### config.mk
export PLATFORM = sky130hd
export DESIGN_NAME = dqsosc_ctrl_flat
export DESIGN_NICKNAME = d
export VERILOG_FILES = /design/src/shared/dqsosc_pkg.sv /design/src/shared/dqsosc_if.sv /design/src/logic/dqsosc_ctrl.sv /design/src/flat_wrapper.sv
export SDC_FILE = /design/constraint.sdc
export NUM_CORES = 1
export LEC_CHECK = 0
export ABC_AREA = 0
export BUFFER_PORTS_ARGS = -buffer_cell sky130_fd_sc_hd__buf_2
export CAP_MARGIN = 20
export CORE_UTILIZATION = 50
export DETAILED_ROUTE_END_ITERATION = 8
export GPL_TIMING_DRIVEN = 0
export PLACE_DENSITY = 0.74
export RECOVER_POWER = 100
export SETUP_SLACK_MARGIN = 0.3
export SLEW_MARGIN = 20
export SYNTH_ARGS = -nofsm -noshare
export SYNTH_HDL_FRONTEND = slang
export SYNTH_SLANG_ARGS = --single-unit
### constraint.sdc
create_clock -name sys_clk -period 2.3 [get_ports sys_clk]
set_clock_uncertainty 0.05 [all_clocks]
set_input_delay 0.46 -clock sys_clk [delete_from_list [all_inputs] [get_ports sys_clk]]
set_output_delay 0.46 -clock sys_clk [all_outputs]
set_load 0.01 [all_outputs]
### src/shared/dqsosc_pkg.sv
package dqsosc_pkg;
  // Multi-purpose command operand codes
  localparam logic [6:0] MPC_OSC_START   = 7'h4B;
  localparam logic [6:0] MPC_OSC_STOP    = 7'h4D;
  localparam int         TRAIN_SEL_BIT   = 6;
  // Mode register indices
  localparam logic [7:0] MR_COUNT_LOW    = 8'h12;
  localparam logic [7:0] MR_COUNT_HIGH   = 8'h13;
  localparam logic [7:0] MR_AUTOSTOP_CFG = 8'h17;
  // Reset values
  localparam logic [15:0] COUNT_RESET    = 16'h0000;
  localparam logic [7:0]  CFG_RESET      = 8'h00;
  localparam logic [15:0] COUNT_MAX      = 16'hFFFF;
  // Auto-stop clocks per step of the configuration value
  localparam int          AUTOSTOP_UNIT  = 16;
  // Timing
  localparam int CLK_PERIOD_PS           = 25000;
  localparam int READOUT_MIN_PS          = 40000;
  localparam int READOUT_MIN_NCK         = 8;
  localparam int READOUT_PS_CYC          = (READOUT_MIN_PS + CLK_PERIOD_PS - 1) / CLK_PERIOD_PS;
  localparam int READOUT_CYC             =
    (READOUT_PS_CYC > READOUT_MIN_NCK) ? READOUT_PS_CYC : READOUT_MIN_NCK;
  localparam int RUN_MIN_PS              = 200000;
  localparam int RUN_MIN_CYC             = (RUN_MIN_PS + CLK_PERIOD_PS - 1) / CLK_PERIOD_PS;
  // Longest run that cannot overflow the 16-bit count
  localparam int STROBE_MIN_PS           = 200;
  localparam int RUN_MAX_PS              = 65536 * STROBE_MIN_PS;
  localparam int RUN_MAX_CYC             = RUN_MAX_PS / CLK_PERIOD_PS;
  // AXI4-Lite register offsets of the controller
  localparam logic [7:0] REG_CTRL        = 8'h00;
  localparam logic [7:0] REG_STATUS      = 8'h04;
  localparam logic [7:0] REG_RESULT      = 8'h08;
  localparam logic [7:0] REG_AUTOSTOP    = 8'h0C;
  localparam logic [7:0] REG_RUNTIME     = 8'h10;
  localparam logic [15:0] RUNTIME_RESET  = 16'h0010;
  localparam logic [1:0] RESP_OKAY       = 2'h0;
  localparam logic [1:0] RESP_SLVERR     = 2'h2;
endpackage : dqsosc_pkg

### src/shared/dqsosc_if.sv
`timescale 1ns/1ps
`default_nettype none
interface dqsosc_if;
  logic       mpc_valid;
  logic [6:0] mpc_op;
  logic       mrw_valid;
  logic       mrr_valid;
  logic [7:0] mr_addr;
  logic [7:0] mr_wdata;
  logic       mrr_ack;
  logic [7:0] mrr_data;
  modport device (
    input  mpc_valid,
    input  mpc_op,
    input  mrw_valid,
    input  mrr_valid,
    input  mr_addr,
    input  mr_wdata,
    output mrr_ack,
    output mrr_data
  );
  modport ctrl (
    output mpc_valid,
    output mpc_op,
    output mrw_valid,
    output mrr_valid,
    output mr_addr,
    output mr_wdata,
    input  mrr_ack,
    input  mrr_data
  );
endinterface : dqsosc_if
`default_nettype wire

### src/logic/dqsosc_ctrl.sv
`timescale 1ns/1ps
`default_nettype none
module dqsosc_ctrl (
  input  wire logic         sys_clk,
  input  wire logic         arst_n,
  input  wire logic [7:0]   s_axi_awaddr,
  input  wire logic         s_axi_awvalid,
  output logic              s_axi_awready,
  input  wire logic [31:0]  s_axi_wdata,
  input  wire logic [3:0]   s_axi_wstrb,
  input  wire logic         s_axi_wvalid,
  output logic              s_axi_wready,
  output logic [1:0]        s_axi_bresp,
  output logic              s_axi_bvalid,
  input  wire logic         s_axi_bready,
  input  wire logic [7:0]   s_axi_araddr,
  input  wire logic         s_axi_arvalid,
  output logic              s_axi_arready,
  output logic [31:0]       s_axi_rdata,
  output logic [1:0]        s_axi_rresp,
  output logic              s_axi_rvalid,
  input  wire logic         s_axi_rready,
  dqsosc_if.ctrl            mem
);
  typedef enum logic [2:0] {
    DQSC_IDLE, DQSC_CFG, DQSC_RUN, DQSC_WAIT, DQSC_RD_LO, DQSC_RD_HI
  } dqsc_state_t;

  ////////////////////////////////////////////////////////////////////////////
  dqsc_state_t st_q, st_d;
  logic [15:0] tmr_q, tmr_d;
  logic [15:0] res_q, res_d;
  logic [7:0]  auto_q, auto_d;
  logic [15:0] rt_q, rt_d;
  logic        go_q, go_d;
  logic        done_q, done_d;
  logic        ovf_q, ovf_d;
  logic        mpc_v_q, mpc_v_d;
  logic [6:0]  op_q, op_d;
  logic        mrw_q, mrw_d, mrr_q, mrr_d;
  logic [7:0]  ma_q, ma_d, mw_q, mw_d;
  logic        aw_q, aw_d, w_q, w_d, b_q, b_d, ar_q, ar_d, r_q, r_d;
  logic [7:0]  awa_q, awa_d;
  logic [31:0] wd_q, wd_d, rd_q, rd_d;
  logic [1:0]  bresp_q, bresp_d, rresp_q, rresp_d;
  logic        busy;

  assign busy = (st_q != DQSC_IDLE);

  always_comb begin
    aw_d = aw_q; w_d = w_q; b_d = b_q; ar_d = ar_q; r_d = r_q;
    awa_d = awa_q; wd_d = wd_q; rd_d = rd_q; bresp_d = bresp_q; rresp_d = rresp_q;
    auto_d = auto_q; rt_d = rt_q; go_d = 1'b0; done_d = done_q;
    if (s_axi_awvalid && !aw_q && !b_q) begin
      aw_d = 1'b1; awa_d = s_axi_awaddr;
    end
    if (s_axi_wvalid && !w_q && !b_q) begin
      w_d = 1'b1;
      wd_d = s_axi_wdata & {{8{s_axi_wstrb[3]}}, {8{s_axi_wstrb[2]}},
                            {8{s_axi_wstrb[1]}}, {8{s_axi_wstrb[0]}}};
    end
    if (aw_q && w_q) begin
      aw_d = 1'b0; w_d = 1'b0; b_d = 1'b1; bresp_d = dqsosc_pkg::RESP_OKAY;
      case (awa_q)
        dqsosc_pkg::REG_CTRL: begin
          if (wd_q[0] && !busy) go_d = 1'b1;
          if (wd_q[1]) done_d = 1'b0;
        end
        dqsosc_pkg::REG_AUTOSTOP: if (!busy) auto_d = wd_q[7:0];
        dqsosc_pkg::REG_RUNTIME:  rt_d = wd_q[15:0];
        default: bresp_d = dqsosc_pkg::RESP_SLVERR;
      endcase
    end
    if (b_q && s_axi_bready) b_d = 1'b0;
    if (s_axi_arvalid && !ar_q && !r_q) begin
      ar_d = 1'b1; rresp_d = dqsosc_pkg::RESP_OKAY;
      case (s_axi_araddr)
        dqsosc_pkg::REG_CTRL:     rd_d = 32'h0000_0000;
        dqsosc_pkg::REG_STATUS:   rd_d = {29'h0, ovf_q, done_q, busy};
        dqsosc_pkg::REG_RESULT:   rd_d = {16'h0000, res_q};
        dqsosc_pkg::REG_AUTOSTOP: rd_d = {24'h000000, auto_q};
        dqsosc_pkg::REG_RUNTIME:  rd_d = {16'h0000, rt_q};
        default: begin
          rd_d = 32'h0000_0000; rresp_d = dqsosc_pkg::RESP_SLVERR;
        end
      endcase
    end else begin
      ar_d = 1'b0;
    end
    // Read data only after the address handshake
    if (ar_q && s_axi_arvalid) r_d = 1'b1;
    if (r_q && s_axi_rready) r_d = 1'b0;
    if (st_q == DQSC_RD_HI && mem.mrr_ack) done_d = 1'b1;
  end

  ////////////////////////////////////////////////////////////////////////////
  always_comb begin
    st_d = st_q; tmr_d = tmr_q; res_d = res_q; ovf_d = ovf_q;
    mpc_v_d = 1'b0; op_d = op_q; mrw_d = 1'b0; mrr_d = 1'b0; ma_d = ma_q; mw_d = mw_q;
    case (st_q)
      DQSC_IDLE: if (go_q) begin
        mrw_d = 1'b1; ma_d = dqsosc_pkg::MR_AUTOSTOP_CFG; mw_d = auto_q;
        st_d = DQSC_CFG;
      end
      DQSC_CFG: begin
        mpc_v_d = 1'b1; op_d = dqsosc_pkg::MPC_OSC_START;
        tmr_d = (auto_q != 8'h00)
              ? 16'(auto_q * dqsosc_pkg::AUTOSTOP_UNIT + 2)
              : ((rt_q < 16'(dqsosc_pkg::RUN_MIN_CYC)) ? 16'(dqsosc_pkg::RUN_MIN_CYC)
              : ((rt_q > 16'(dqsosc_pkg::RUN_MAX_CYC)) ? 16'(dqsosc_pkg::RUN_MAX_CYC) : rt_q));
        st_d = DQSC_RUN;
      end
      DQSC_RUN: begin
        tmr_d = tmr_q - 16'h0001;
        if (tmr_q == 16'h0001) begin
          if (auto_q == 8'h00) begin
            mpc_v_d = 1'b1; op_d = dqsosc_pkg::MPC_OSC_STOP;
          end
          tmr_d = 16'(dqsosc_pkg::READOUT_CYC);
          st_d = DQSC_WAIT;
        end
      end
      DQSC_WAIT: begin
        tmr_d = tmr_q - 16'h0001;
        if (tmr_q == 16'h0001) begin
          mrr_d = 1'b1; ma_d = dqsosc_pkg::MR_COUNT_LOW; st_d = DQSC_RD_LO;
        end
      end
      DQSC_RD_LO: if (mem.mrr_ack) begin
        res_d[7:0] = mem.mrr_data;
        mrr_d = 1'b1; ma_d = dqsosc_pkg::MR_COUNT_HIGH; st_d = DQSC_RD_HI;
      end
      DQSC_RD_HI: if (mem.mrr_ack) begin
        res_d[15:8] = mem.mrr_data;
        ovf_d = ({mem.mrr_data, res_q[7:0]} == dqsosc_pkg::COUNT_MAX);
        st_d = DQSC_IDLE;
      end
      default: st_d = DQSC_IDLE;
    endcase
  end

  always_ff @(posedge sys_clk or negedge arst_n) begin
    if (!arst_n) begin
      st_q <= DQSC_IDLE; tmr_q <= 16'h0000; res_q <= dqsosc_pkg::COUNT_RESET;
      ovf_q <= 1'b0; mpc_v_q <= 1'b0; op_q <= 7'h00; mrw_q <= 1'b0; mrr_q <= 1'b0;
      ma_q <= 8'h00; mw_q <= 8'h00; auto_q <= dqsosc_pkg::CFG_RESET;
      rt_q <= dqsosc_pkg::RUNTIME_RESET; go_q <= 1'b0; done_q <= 1'b0;
      aw_q <= 1'b0; w_q <= 1'b0; b_q <= 1'b0; ar_q <= 1'b0; r_q <= 1'b0;
      awa_q <= 8'h00; wd_q <= 32'h0000_0000; rd_q <= 32'h0000_0000;
      bresp_q <= 2'h0; rresp_q <= 2'h0;
    end else begin
      st_q <= st_d; tmr_q <= tmr_d; res_q <= res_d; ovf_q <= ovf_d;
      mpc_v_q <= mpc_v_d; op_q <= op_d; mrw_q <= mrw_d; mrr_q <= mrr_d;
      ma_q <= ma_d; mw_q <= mw_d; auto_q <= auto_d; rt_q <= rt_d;
      go_q <= go_d; done_q <= done_d;
      aw_q <= aw_d; w_q <= w_d; b_q <= b_d; ar_q <= ar_d; r_q <= r_d;
      awa_q <= awa_d; wd_q <= wd_d; rd_q <= rd_d; bresp_q <= bresp_d; rresp_q <= rresp_d;
    end
  end

  assign s_axi_awready = aw_d && !aw_q;
  assign s_axi_wready  = w_d && !w_q;
  assign s_axi_bvalid  = b_q;
  assign s_axi_bresp   = bresp_q;
  assign s_axi_arready = ar_q;
  assign s_axi_rvalid  = r_q;
  assign s_axi_rdata   = rd_q;
  assign s_axi_rresp   = rresp_q;
  assign mem.mpc_valid = mpc_v_q;
  assign mem.mpc_op    = op_q;
  assign mem.mrw_valid = mrw_q;
  assign mem.mrr_valid = mrr_q;
  assign mem.mr_addr   = ma_q;
  assign mem.mr_wdata  = mw_q;
endmodule : dqsosc_ctrl
`default_nettype wire

### src/flat_wrapper.sv
// flat-port wrapper written by rule: the top's interface ports become plain ports
module dqsosc_ctrl_flat 
  (sys_clk, arst_n, s_axi_awaddr, s_axi_awvalid, s_axi_awready, s_axi_wdata, s_axi_wstrb, s_axi_wvalid, s_axi_wready, s_axi_bresp, s_axi_bvalid, s_axi_bready, s_axi_araddr, s_axi_arvalid, s_axi_arready, s_axi_rdata, s_axi_rresp, s_axi_rvalid, s_axi_rready, mem_mpc_valid, mem_mpc_op, mem_mrw_valid, mem_mrr_valid, mem_mr_addr, mem_mr_wdata, mem_mrr_ack, mem_mrr_data);
  dqsosc_if mem_i ();
  input  wire logic sys_clk;
  input  wire logic arst_n;
  input  wire logic [7:0] s_axi_awaddr;
  input  wire logic s_axi_awvalid;
  output logic s_axi_awready;
  input  wire logic [31:0] s_axi_wdata;
  input  wire logic [3:0] s_axi_wstrb;
  input  wire logic s_axi_wvalid;
  output logic s_axi_wready;
  output logic [1:0] s_axi_bresp;
  output logic s_axi_bvalid;
  input  wire logic s_axi_bready;
  input  wire logic [7:0] s_axi_araddr;
  input  wire logic s_axi_arvalid;
  output logic s_axi_arready;
  output logic [31:0] s_axi_rdata;
  output logic [1:0] s_axi_rresp;
  output logic s_axi_rvalid;
  input  wire logic s_axi_rready;
  output wire logic [$bits(mem_i.mpc_valid)-1:0] mem_mpc_valid;
  output wire logic [$bits(mem_i.mpc_op)-1:0] mem_mpc_op;
  output wire logic [$bits(mem_i.mrw_valid)-1:0] mem_mrw_valid;
  output wire logic [$bits(mem_i.mrr_valid)-1:0] mem_mrr_valid;
  output wire logic [$bits(mem_i.mr_addr)-1:0] mem_mr_addr;
  output wire logic [$bits(mem_i.mr_wdata)-1:0] mem_mr_wdata;
  input wire logic [$bits(mem_i.mrr_ack)-1:0] mem_mrr_ack;
  input wire logic [$bits(mem_i.mrr_data)-1:0] mem_mrr_data;
  assign mem_mpc_valid = mem_i.mpc_valid;
  assign mem_mpc_op = mem_i.mpc_op;
  assign mem_mrw_valid = mem_i.mrw_valid;
  assign mem_mrr_valid = mem_i.mrr_valid;
  assign mem_mr_addr = mem_i.mr_addr;
  assign mem_mr_wdata = mem_i.mr_wdata;
  assign mem_i.mrr_ack = mem_mrr_ack;
  assign mem_i.mrr_data = mem_mrr_data;
  dqsosc_ctrl u_core (.sys_clk(sys_clk), .arst_n(arst_n), .s_axi_awaddr(s_axi_awaddr), .s_axi_awvalid(s_axi_awvalid), .s_axi_awready(s_axi_awready), .s_axi_wdata(s_axi_wdata), .s_axi_wstrb(s_axi_wstrb), .s_axi_wvalid(s_axi_wvalid), .s_axi_wready(s_axi_wready), .s_axi_bresp(s_axi_bresp), .s_axi_bvalid(s_axi_bvalid), .s_axi_bready(s_axi_bready), .s_axi_araddr(s_axi_araddr), .s_axi_arvalid(s_axi_arvalid), .s_axi_arready(s_axi_arready), .s_axi_rdata(s_axi_rdata), .s_axi_rresp(s_axi_rresp), .s_axi_rvalid(s_axi_rvalid), .s_axi_rready(s_axi_rready), .mem(mem_i));
endmodule
## After elaboration in Yosys (flattened, before gate mapping)

Cells that the tools add are included.

| word-level totals | value |
|---|---|
| flip-flop bits (word level) | 153 |
| latch bits | 0 |
| bits in writable memories | 0 |
| ROM bits | 0 |
| input bits | 68 |
| memories kept | 0 |

| operators by class | value |
|---|---|
| add/sub/neg operators | 2 |
| multiply operators | 0 |
| div/mod/pow operators | 0 |
| order comparisons | 2 |
| eq/ne operators | 19 |
| shift-type cells | 0 |
| multiplexer cells | 45 |
| bitwise gates (word level) | 2 |
| reduce and logical (&&, ||, !) cells | 45 |

Operators with widths:

| cell | number |
|---|---|
| $mux 16 | 4 |
| $pmux 16 s4 | 1 |
| $pmux 16 s3 | 1 |
| $eq 8x4->1 const B | 3 |
| $logic_not 8->1 | 3 |
| $mux 8 | 3 |
| $pmux 8 s3 | 1 |
| $mux 1 | 22 |
| $pmux 3 s6 | 1 |
| $and 16x16->16 | 1 |
| $eq 16x1->1 const B | 1 |
| $eq 16x16->1 const B | 1 |
| $eq 8x5->1 const B | 2 |
| $gt 16x10->1 const B | 1 |
| $lt 16x4->1 const B | 1 |
| $sub 16x1->16 const B | 1 |
| $mux 3 | 5 |
| $logic_and 1x1->1 | 14 |
| $mux 7 | 2 |
| $pmux 7 s2 | 1 |
| $add 12x2->13 const B | 1 |
| $reduce_bool 2->1 | 6 |
| $reduce_and 3->1 | 3 |
| $reduce_bool 3->1 | 3 |
| 17 further kinds | 33 |

## Logic depth before layout (Yosys ltp)

Gate-level depths: netlist of the first run.

| depth | value |
|---|---|
| word-level depth | 6 |
| gate-level depth with buffers | 8 |
| depth with buffers taken out | 7 |

## Worst setup path after synthesis of the first run

OpenSTA, ideal clock, no wires.

| timing | value |
|---|---|
| path kind | reg2reg |
| start | reg u_core.tmr_q[1] |
| end | reg u_core.tmr_q[0] |
| arrival | 1.740 ns |
| path slack | 0.390 ns |
| cell stages (with the launch flop) | 9 |
| buffers on the path | 1 |
| cells stage by stage | dfrtp_1 > inv_1 > ha_1 > nor4b_1 > nand4_1 > nand2_1 > buf_2 > o21ai_0 > a41o_1 |

| between the ends | value |
|---|---|
| longest elaborated chain between the ends | 3 |

RTL lines:

| what | RTL line | source |
|---|---|---|
| start, declared | dqsosc_ctrl.sv:31 | `logic [15:0] tmr_q, tmr_d;` |
| start signal, assigned | dqsosc_ctrl.sv:152 | `st_q <= st_d; tmr_q <= tmr_d; res_q <= res_d; ovf_q <= ovf_d;` |
| $eq 16x1->1 | dqsosc_ctrl.sv:115 | `if (tmr_q == 16'h0001) begin` |
| $mux 16 | dqsosc_ctrl.sv:115 |  |
| $pmux 16 s3 | dqsosc_ctrl.sv:100 | `case (st_q)` |

Every way passes these cells.
A chain may end at the register's enable or synchronous reset.

## Final worst setup path of the first run

| timing | value |
|---|---|
| start | reg u_core.rt_q[11] |
| end | reg u_core.tmr_q[1] |

| between the ends | value |
|---|---|
| longest elaborated chain between the ends | 5 |

RTL lines:

| what | RTL line | source |
|---|---|---|
| start, declared | dqsosc_ctrl.sv:34 | `logic [15:0] rt_q, rt_d;` |
| start signal, assigned | dqsosc_ctrl.sv:154 | `ma_q <= ma_d; mw_q <= mw_d; auto_q <= auto_d; rt_q <= rt_d;` |
| $gt 16x10->1 | dqsosc_ctrl.sv:110 | `: ((rt_q > 16'(dqsosc_pkg::RUN_MAX_CYC)) ? 16'(dqsosc_pkg::RUN_MAX_CYC) : rt_q));` |
| $mux 16 | dqsosc_ctrl.sv:110 |  |
| $mux 16 (*) | dqsosc_ctrl.sv:109 | `: ((rt_q < 16'(dqsosc_pkg::RUN_MIN_CYC)) ? 16'(dqsosc_pkg::RUN_MIN_CYC)` |
| $mux 16 (*) | dqsosc_ctrl.sv:108 | `? 16'(auto_q * dqsosc_pkg::AUTOSTOP_UNIT + 2)` |
| $pmux 16 s3 (*) | dqsosc_ctrl.sv:100 |  |

Mark *: on every way between the ends. The rest lies on a longest branch, timed or not.

==> qor.yml, run 1 <==
place:
  placement.cell_area_mm2: 0.00671
  dpl_hpwl_mm: 10.2
  gp_congestion: 0.886
  place_worst_setup_slack_ns: -0.0284
  port-buffer-count: 90
logic_synthesis:
  synth_edf_count: 0
  synth_sequential_area_ratio_pct: 52.9
  post_synth_num_cell_types: 70
  synth_top_area_share_pct: 52.5
  yosys-top-cells-area: "dfrtp_1, mux2_2, nand2_1"
  postSynth.asyncResetShare_pct: 100
  synth.ff_latch_count: 126
  yosys_most_used_dff: "dfrtp_1"
  post-synth-top-area-cell: "dfrtp_1"
  mappedNetlistArea_mm2: 0.00596
  synth_cells: 543
  postSynthAreaPerCell_um2: 11.0
  ys_warn_count: 0
worst_setup_path:
  critPathCaptureType: "flop"
  critPathMaxFanout: 5
  slowest_cp_cell: "or4_4"
  worst_ep_required_time_ns: 2.60
  worst_setup_path_start_kind: "flop"
  critPathKind: "flop to flop"
  cp_slowest_stage_delay_ns: 0.57
  path_cells: "or4_4, or3_1, or3_1, a21oi_2"
  cp.buffers_inverters: 0
  arrival_time_reported_for_the_critical_path_endpoint_ns: 2.41
  critical_path_s_most_frequent_cell: "or3_1"
  critical_path.top_delay_family: "simple AND/OR/NAND/NOR gates"
detailed_routing:
  routed_via_density: 5.62
  detail_route.first_pass.iterations: 7
  drcViolationCount: 30
  drt_initial_violations: 358
  detail_route.wl_per_cell_um: 17.3
  postRouteWirelength_mm: 14.8
  detail-route-antenna-nets: 0
  routed_via_count: 4833
clocking:
  tritoncts: "built"
  clk_path_buf_depth: 2
  clkLatencyLatePin_ns: 0.43
  number_of_buffers_inserted_during_clock_tree_synthesis: 17
  clock_root_cell: "clkbuf_16"
  reg_clk_slew_reported_paths_ns: 0.06
  cts_sinks: 126
  clock_tree.htree_level_count: 4
floorplan:
  pin_count: 135
  initial_core_utilization_pct: 51.8
  chipHeight_um: 111
  floorplan.rows: 39
  dieWidth_um: 111
  core_region_area_mm2: 0.0115
  die-area_mm2: 0.0124
grt:
  gr_usage_total_pct: 25.1
  first_global_vias: 4614
  grt_first_pass_wirelength_mm: 23.9
  grt_start_max_net_pins: 75
  grt_remaining_overflow: 0
  antenna_violations_before_repair: 0
sta:
  final-max-slew-violation-count: 0
  totalNegativeSetupSlack_ns: 0
  period_share_pct: 91.4
  post-route-min-period_ns: 2.10
  relSlewSlack_pct: 49.3
  rsz0062_at_grt: "true"
  final.setup.worst_slack_ns: 0.198
  final_hold_viol_count: 0
  max_clock_freq_mhz: 476
  finalSetupViolations: 0
  worst_tran_pin_value_ns: 0.754
final_layout:
  filler_cell_count: 896
  fin_nets: 774
  finalInstanceArea_mm2: 0.00768
  final_layout_size_suffix_gt1_share_pct: 32.8
  antenna-diode-count: 0
  syn2layout_area_growth_pct: 28.8
flow_run:
  max_cap_violations: 0
min_path:
  worst_hold_path_type: "input port to flop"
pwr:
  vdd_drop_max_mv: 0.742
  sw_frac_of_total_pct: 31.0
  cellInternalPower_mw: 5.62
  leakagePower_nw: 3.60
  power.combinational.fraction_pct: 24.4
  seqPwrFrac_pct: 40.0
  switchingPower_mw: 2.53
  power.clock.fraction_pct: 35.6
  cellPowerDensity_mw_per_mm2: 1060
status:
  violations: "design-rule violations"
  run_status: "finished with violations"
per-stage QoR:
| step | hold WS [ns] | power [mW] | instances | utilization [%] |
|---|---|---|---|---|
| CTS | 0.170 | 8.06 | 841 | 65.5 |
| floorplan | 0.114 | 4.39 | 566 | - |
| global route | 0.172 | 8.58 | 860 | 66.7 |
| global placement | 0.404 | 4.90 | 799 | 58.0 |
| detailed placement | 0.393 | 4.99 | 800 | 58.3 |
| finish | 0.176 | 8.14 | 860 | 66.7 |
synth_stat cells, types with 7 or more instances:
master	number
buf_4	27
clkbuf_1	13
dfrtp_1	125
nor2_1	33
nand2_1	62
nand4_1	7
a22oi_1	11
nor3_1	13
inv_1	11
a21oi_1	8
a221oi_1	8
nor4_1	11
mux2_2	58
o21ai_0	38
final cells by class:
cell class,instances,area (µm²),area share [%]
repair buffers,119,624,8.13
well taps,143,179,2.33
multi-input cells,380,2710,35.3
flip-flops and latches,126,3160,41.2
inverters,12,45.0,0.587
clock inverters,9,155,2.02
clock buffers,23,488,6.35
plain buffers,48,315,4.11
what timing repair did:
item	in CTS	in global routing
setup endpoints to repair	57	60
gates resized for setup	27	38
pin swaps	4	15
setup buffers	8	17
endpoints found under the hold margin	52	0
hold buffers	1	0
gates cloned	0	2
worst paths after layout:
check,startpoint,endpoint,slack [ns],cells past startpoint
hold reg to reg,u_core.mem.mpc_op[2],u_core.mem.mpc_op[2],0.43,2
setup / recovery,u_core.rt_q[11],u_core.tmr_q[1],0.20,4
max in group asynchronous,arst_n,u_core.rt_q[4],0.92,3
hold / removal,s_axi_bready,u_core.s_axi_bvalid,0.18,2
setup reg to reg,u_core.rt_q[11],u_core.tmr_q[1],0.20,4
min in group asynchronous,arst_n,u_core.s_axi_rdata[14],0.50,2
power groups by stage:
stage                     clock [mW]  sequential [mW]  combinational, mW
after floorplan                    0             3.16               1.23
after global routing            3.04             3.33               2.21
after detailed placement           0             3.26               1.73
after CTS                       2.92             3.24               1.90
after global placement             0             3.23               1.67
final                           2.90             3.26               1.99
worst reg2reg max path, stage by stage, from the launching register on:
cell     delay, ns
dfrtp_1       0.39
or4_4         0.57
or3_1         0.49
or3_1         0.42
a21oi_2       0.12
placed cells by master, fill, tap and decap left out, types with 5 or more instances in the layout:
cell type and instances:
a22oi_1 11, inv_1 10, a21o_1 6, clkbuf_1 59, nor3_1 12, mux2_2 58
a221oi_1 8, dfrtp_2 5, conb_1 24, nand4_1 7, buf_2 48, or4_1 5
a21oi_1 6, clkbuf_16 17, or3_1 6, nor2_1 32, nor4_1 6, nand2_1 62
a221o_1 5, buf_4 47, dfrtp_1 120, o21ai_0 38
cell families after synthesis:
logic type	Yosys count	share of synthesized area (%)
mux	61	11.5
xor+xnor	6	0.882
buf+inv	60	5.69
other cells	1	0.0629
fa+ha+maj	2	0.420
compound gates	107	12.3
flops	126	52.9
simple gates	180	16.3
flip-flops by register name, indices dropped and copies added, names as in the netlist, 3 cells and up:
| register | flops |
|---|---|
| u_core.st_q | 3 |
| u_core.rt_q | 16 |
| u_core.mem.mr_addr | 3 |
| u_core.s_axi_rdata | 16 |
| u_core.mem.mr_wdata | 8 |
| u_core.tmr_q | 16 |
| u_core.auto_q | 8 |
| u_core.wd_q | 16 |
| u_core.mem.mpc_op | 3 |
| u_core.awa_q | 8 |
| u_core.res_q | 16 |
routing by layer:
metal	vias up	global-route usage (%)	part of all wire [%]
li1	2259	-	-
met1	2362	33.2	44
met2	197	39.4	48
met3	15	6.45	6.9
met4	0	10.3	1.1
met5	-	0	0
No activity file was read; power rests on OpenSTA's default activity.
==> run 2, diff against run 1 <==
--- a/config.mk
+++ b/config.mk
@@ -8,12 +8,11 @@
 export ABC_AREA = 0
 export BUFFER_PORTS_ARGS = -buffer_cell sky130_fd_sc_hd__buf_2
 export CAP_MARGIN = 20
-export CORE_UTILIZATION = 50
+export CORE_UTILIZATION = 45
 export DETAILED_ROUTE_END_ITERATION = 8
 export GPL_TIMING_DRIVEN = 0
-export PLACE_DENSITY = 0.74
-export RECOVER_POWER = 100
-export SETUP_SLACK_MARGIN = 0.3
+export PLACE_DENSITY = 0.67
+export RECOVER_POWER = 25
 export SLEW_MARGIN = 20
 export SYNTH_ARGS = -nofsm -noshare
 export SYNTH_HDL_FRONTEND = slang
==> run 2 against run 1 <==
Largest cell class unchanged. Via count fell by 3.7%. Power fell by 9.0%. Critical endpoint is now u_core.res_q[8]. Hold slack got worse by 0.0071 ns. Combinational power fell by 12%. Critical path type unchanged. The run now ends clean. Largest power group unchanged.
==> qor.yml, run 2 (synthesis gave the netlist of run 1 again) <==
worst_setup_path:
  r2r_slack_ns: 0.16
  worst_setup_path_start_kind: "flop"
  critical_path.top_delay_family: "buffers and inverters"
  slowest_cp_cell: "dfrtp_1"
  critPathMaxFanout: 10
  arrival_time_reported_for_the_critical_path_endpoint_ns: 2.39
  cp_slowest_stage_delay_ns: 0.46
  critPathKind: "flop to flop"
  cp.buffers_inverters: 2
  critPathCaptureType: "flop"
  worst_ep_required_time_ns: 2.55
  critical_path_s_most_frequent_cell: "clkbuf_1"
  path_cells: "clkbuf_1, nand4b_1, clkbuf_1, mux2_2"
detailed_routing:
  drcViolationCount: 0
  drt_initial_violations: 239
  routed_via_count: 4652
  postRouteWirelength_mm: 14.1
  detail_route.wl_per_cell_um: 16.3
  detail-route-antenna-nets: 0
  routed_via_density: 5.38
  detail_route.first_pass.iterations: 4
sta:
  worst_tran_pin_value_ns: 1.27
  totalNegativeSetupSlack_ns: 0
  post-route-min-period_ns: 2.14
  final-max-slew-violation-count: 0
  period_share_pct: 93.0
  finalSetupViolations: 0
  rsz0062_at_grt: "false"
  final_hold_viol_count: 0
  max_clock_freq_mhz: 467
  timing.hold.ws_ns: 0.169
  relSlewSlack_pct: 15.2
pwr:
  seqPwrFrac_pct: 43.7
  switchingPower_mw: 2.32
  cellInternalPower_mw: 5.09
  sw_frac_of_total_pct: 31.4
  vdd_drop_max_mv: 0.543
  leakagePower_nw: 3.58
  power.combinational.fraction_pct: 23.7
  cellPowerDensity_mw_per_mm2: 1010
  power.clock.fraction_pct: 32.6
  fin_total_pwr_mw: 7.41
clocking:
  clkLatencyLatePin_ns: 0.42
  reg_clk_slew_reported_paths_ns: 0.05
  clock_root_cell: "clkbuf_16"
  clk_path_buf_depth: 2
  clock_tree.htree_level_count: 4
  number_of_buffers_inserted_during_clock_tree_synthesis: 17
  tritoncts: "built"
  cts_sinks: 126
floorplan:
  dieWidth_um: 117
  floorplan.rows: 41
  pin_count: 135
  core_region_area_mm2: 0.0128
  chipHeight_um: 117
  die-area_mm2: 0.0137
  initial_core_utilization_pct: 46.7
grt:
  antenna_violations_before_repair: 0
  gr_usage_total_pct: 23.0
  first_global_vias: 4650
  grt_first_pass_wirelength_mm: 23.2
  grt_start_max_net_pins: 78
  grt_remaining_overflow: 0
place:
  dpl_hpwl_mm: 10.2
  port-buffer-count: 90
  gp_congestion: 0.862
  placement.cell_area_mm2: 0.00675
final_layout:
  syn2layout_area_growth_pct: 23.1
  layout.core_utilization_pct: 57.5
  filler_cell_count: 1105
  final_layout_size_suffix_gt1_share_pct: 34.1
  finalInstanceArea_mm2: 0.00734
  antenna-diode-count: 0
  layout.cells.most_common_list: "dfrtp_1, buf_2, nand2_1"
  fin_nets: 750
  layout_commonest_cell: "dfrtp_1"
min_path:
  worst_hold_path_type: "input port to flop"
flow_run:
  max_cap_violations: 0
status:
  run_status: "completed"
[run 2: changes by cell type in the layout (fill, tap and decap cells not counted), sizes merged]
cell	change
clkbuf	-45
buf	+25
bufinv	-4
clkinvlp	+1
inv	-1
[run 2: worst paths after layout]
check | cells after the start | endpoint | from
max | 4 | u_core.res_q[8] | u_core.st_q[1]
min | 2 | u_core.s_axi_rvalid | s_axi_rready
max reg2reg | 4 | u_core.res_q[8] | u_core.st_q[1]
min reg2reg | 2 | u_core.mem.mpc_op[2] | u_core.mem.mpc_op[2]
max in group asynchronous | 3 | u_core.rt_q[4] | arst_n
min in group asynchronous | 2 | u_core.s_axi_rdata[10] | arst_n
[run 2: final cells by class]
cell class                 count  area [µm²]  area share (%)
clock buffer                  27         513            6.99
sequential                   126        3150            43.0
buffer                        47         294            4.00
inverter                      12        45.0           0.613
timing repair buffer          96         517            7.04
clock inverter                 5        30.0           0.409
multi-input combinational    380        2570            35.1
tap                          172         215            2.93
[run 2: power by group through the flow]
stage / clock (mW) / sequential, mW / combinational (mW)
finish: 2.42 / 3.24 / 1.76
global route: 2.57 / 3.31 / 2.00
CTS: 2.46 / 3.23 / 1.74
detailed placement: 0 / 3.26 / 1.72
global placement: 0 / 3.23 / 1.67
floorplan: 0 / 3.16 / 1.23
[run 2: repair_timing]
item,4_1_cts,5_1_grt
hold endpoints to repair,49,0
gates resized for setup,1,5
pin swaps,1,1
buffers inserted,1,3
hold buffers,1,0
setup endpoints to repair,9,11
[run 2: metal layers]
metal	GRT usage [%]	routed length (µm)	vias to the layer above	share of wire (%)
met3	6.28	955	22	6.8
met4	10.6	265	0	1.9
met5	0	0	-	0
met1	30.3	6470	2248	46
li1	-	-	2217	-
met2	35.5	6370	165	45
[run 2: per-stage QoR]
stage | instances | worst slack [ns]
after floorplan | 566 | 0.390
final | 865 | 0.161
after global placement | 828 | -0.859
after CTS | 863 | 0.00824
after detailed placement | 829 | -0.0668
after global routing | 865 | 0.0328
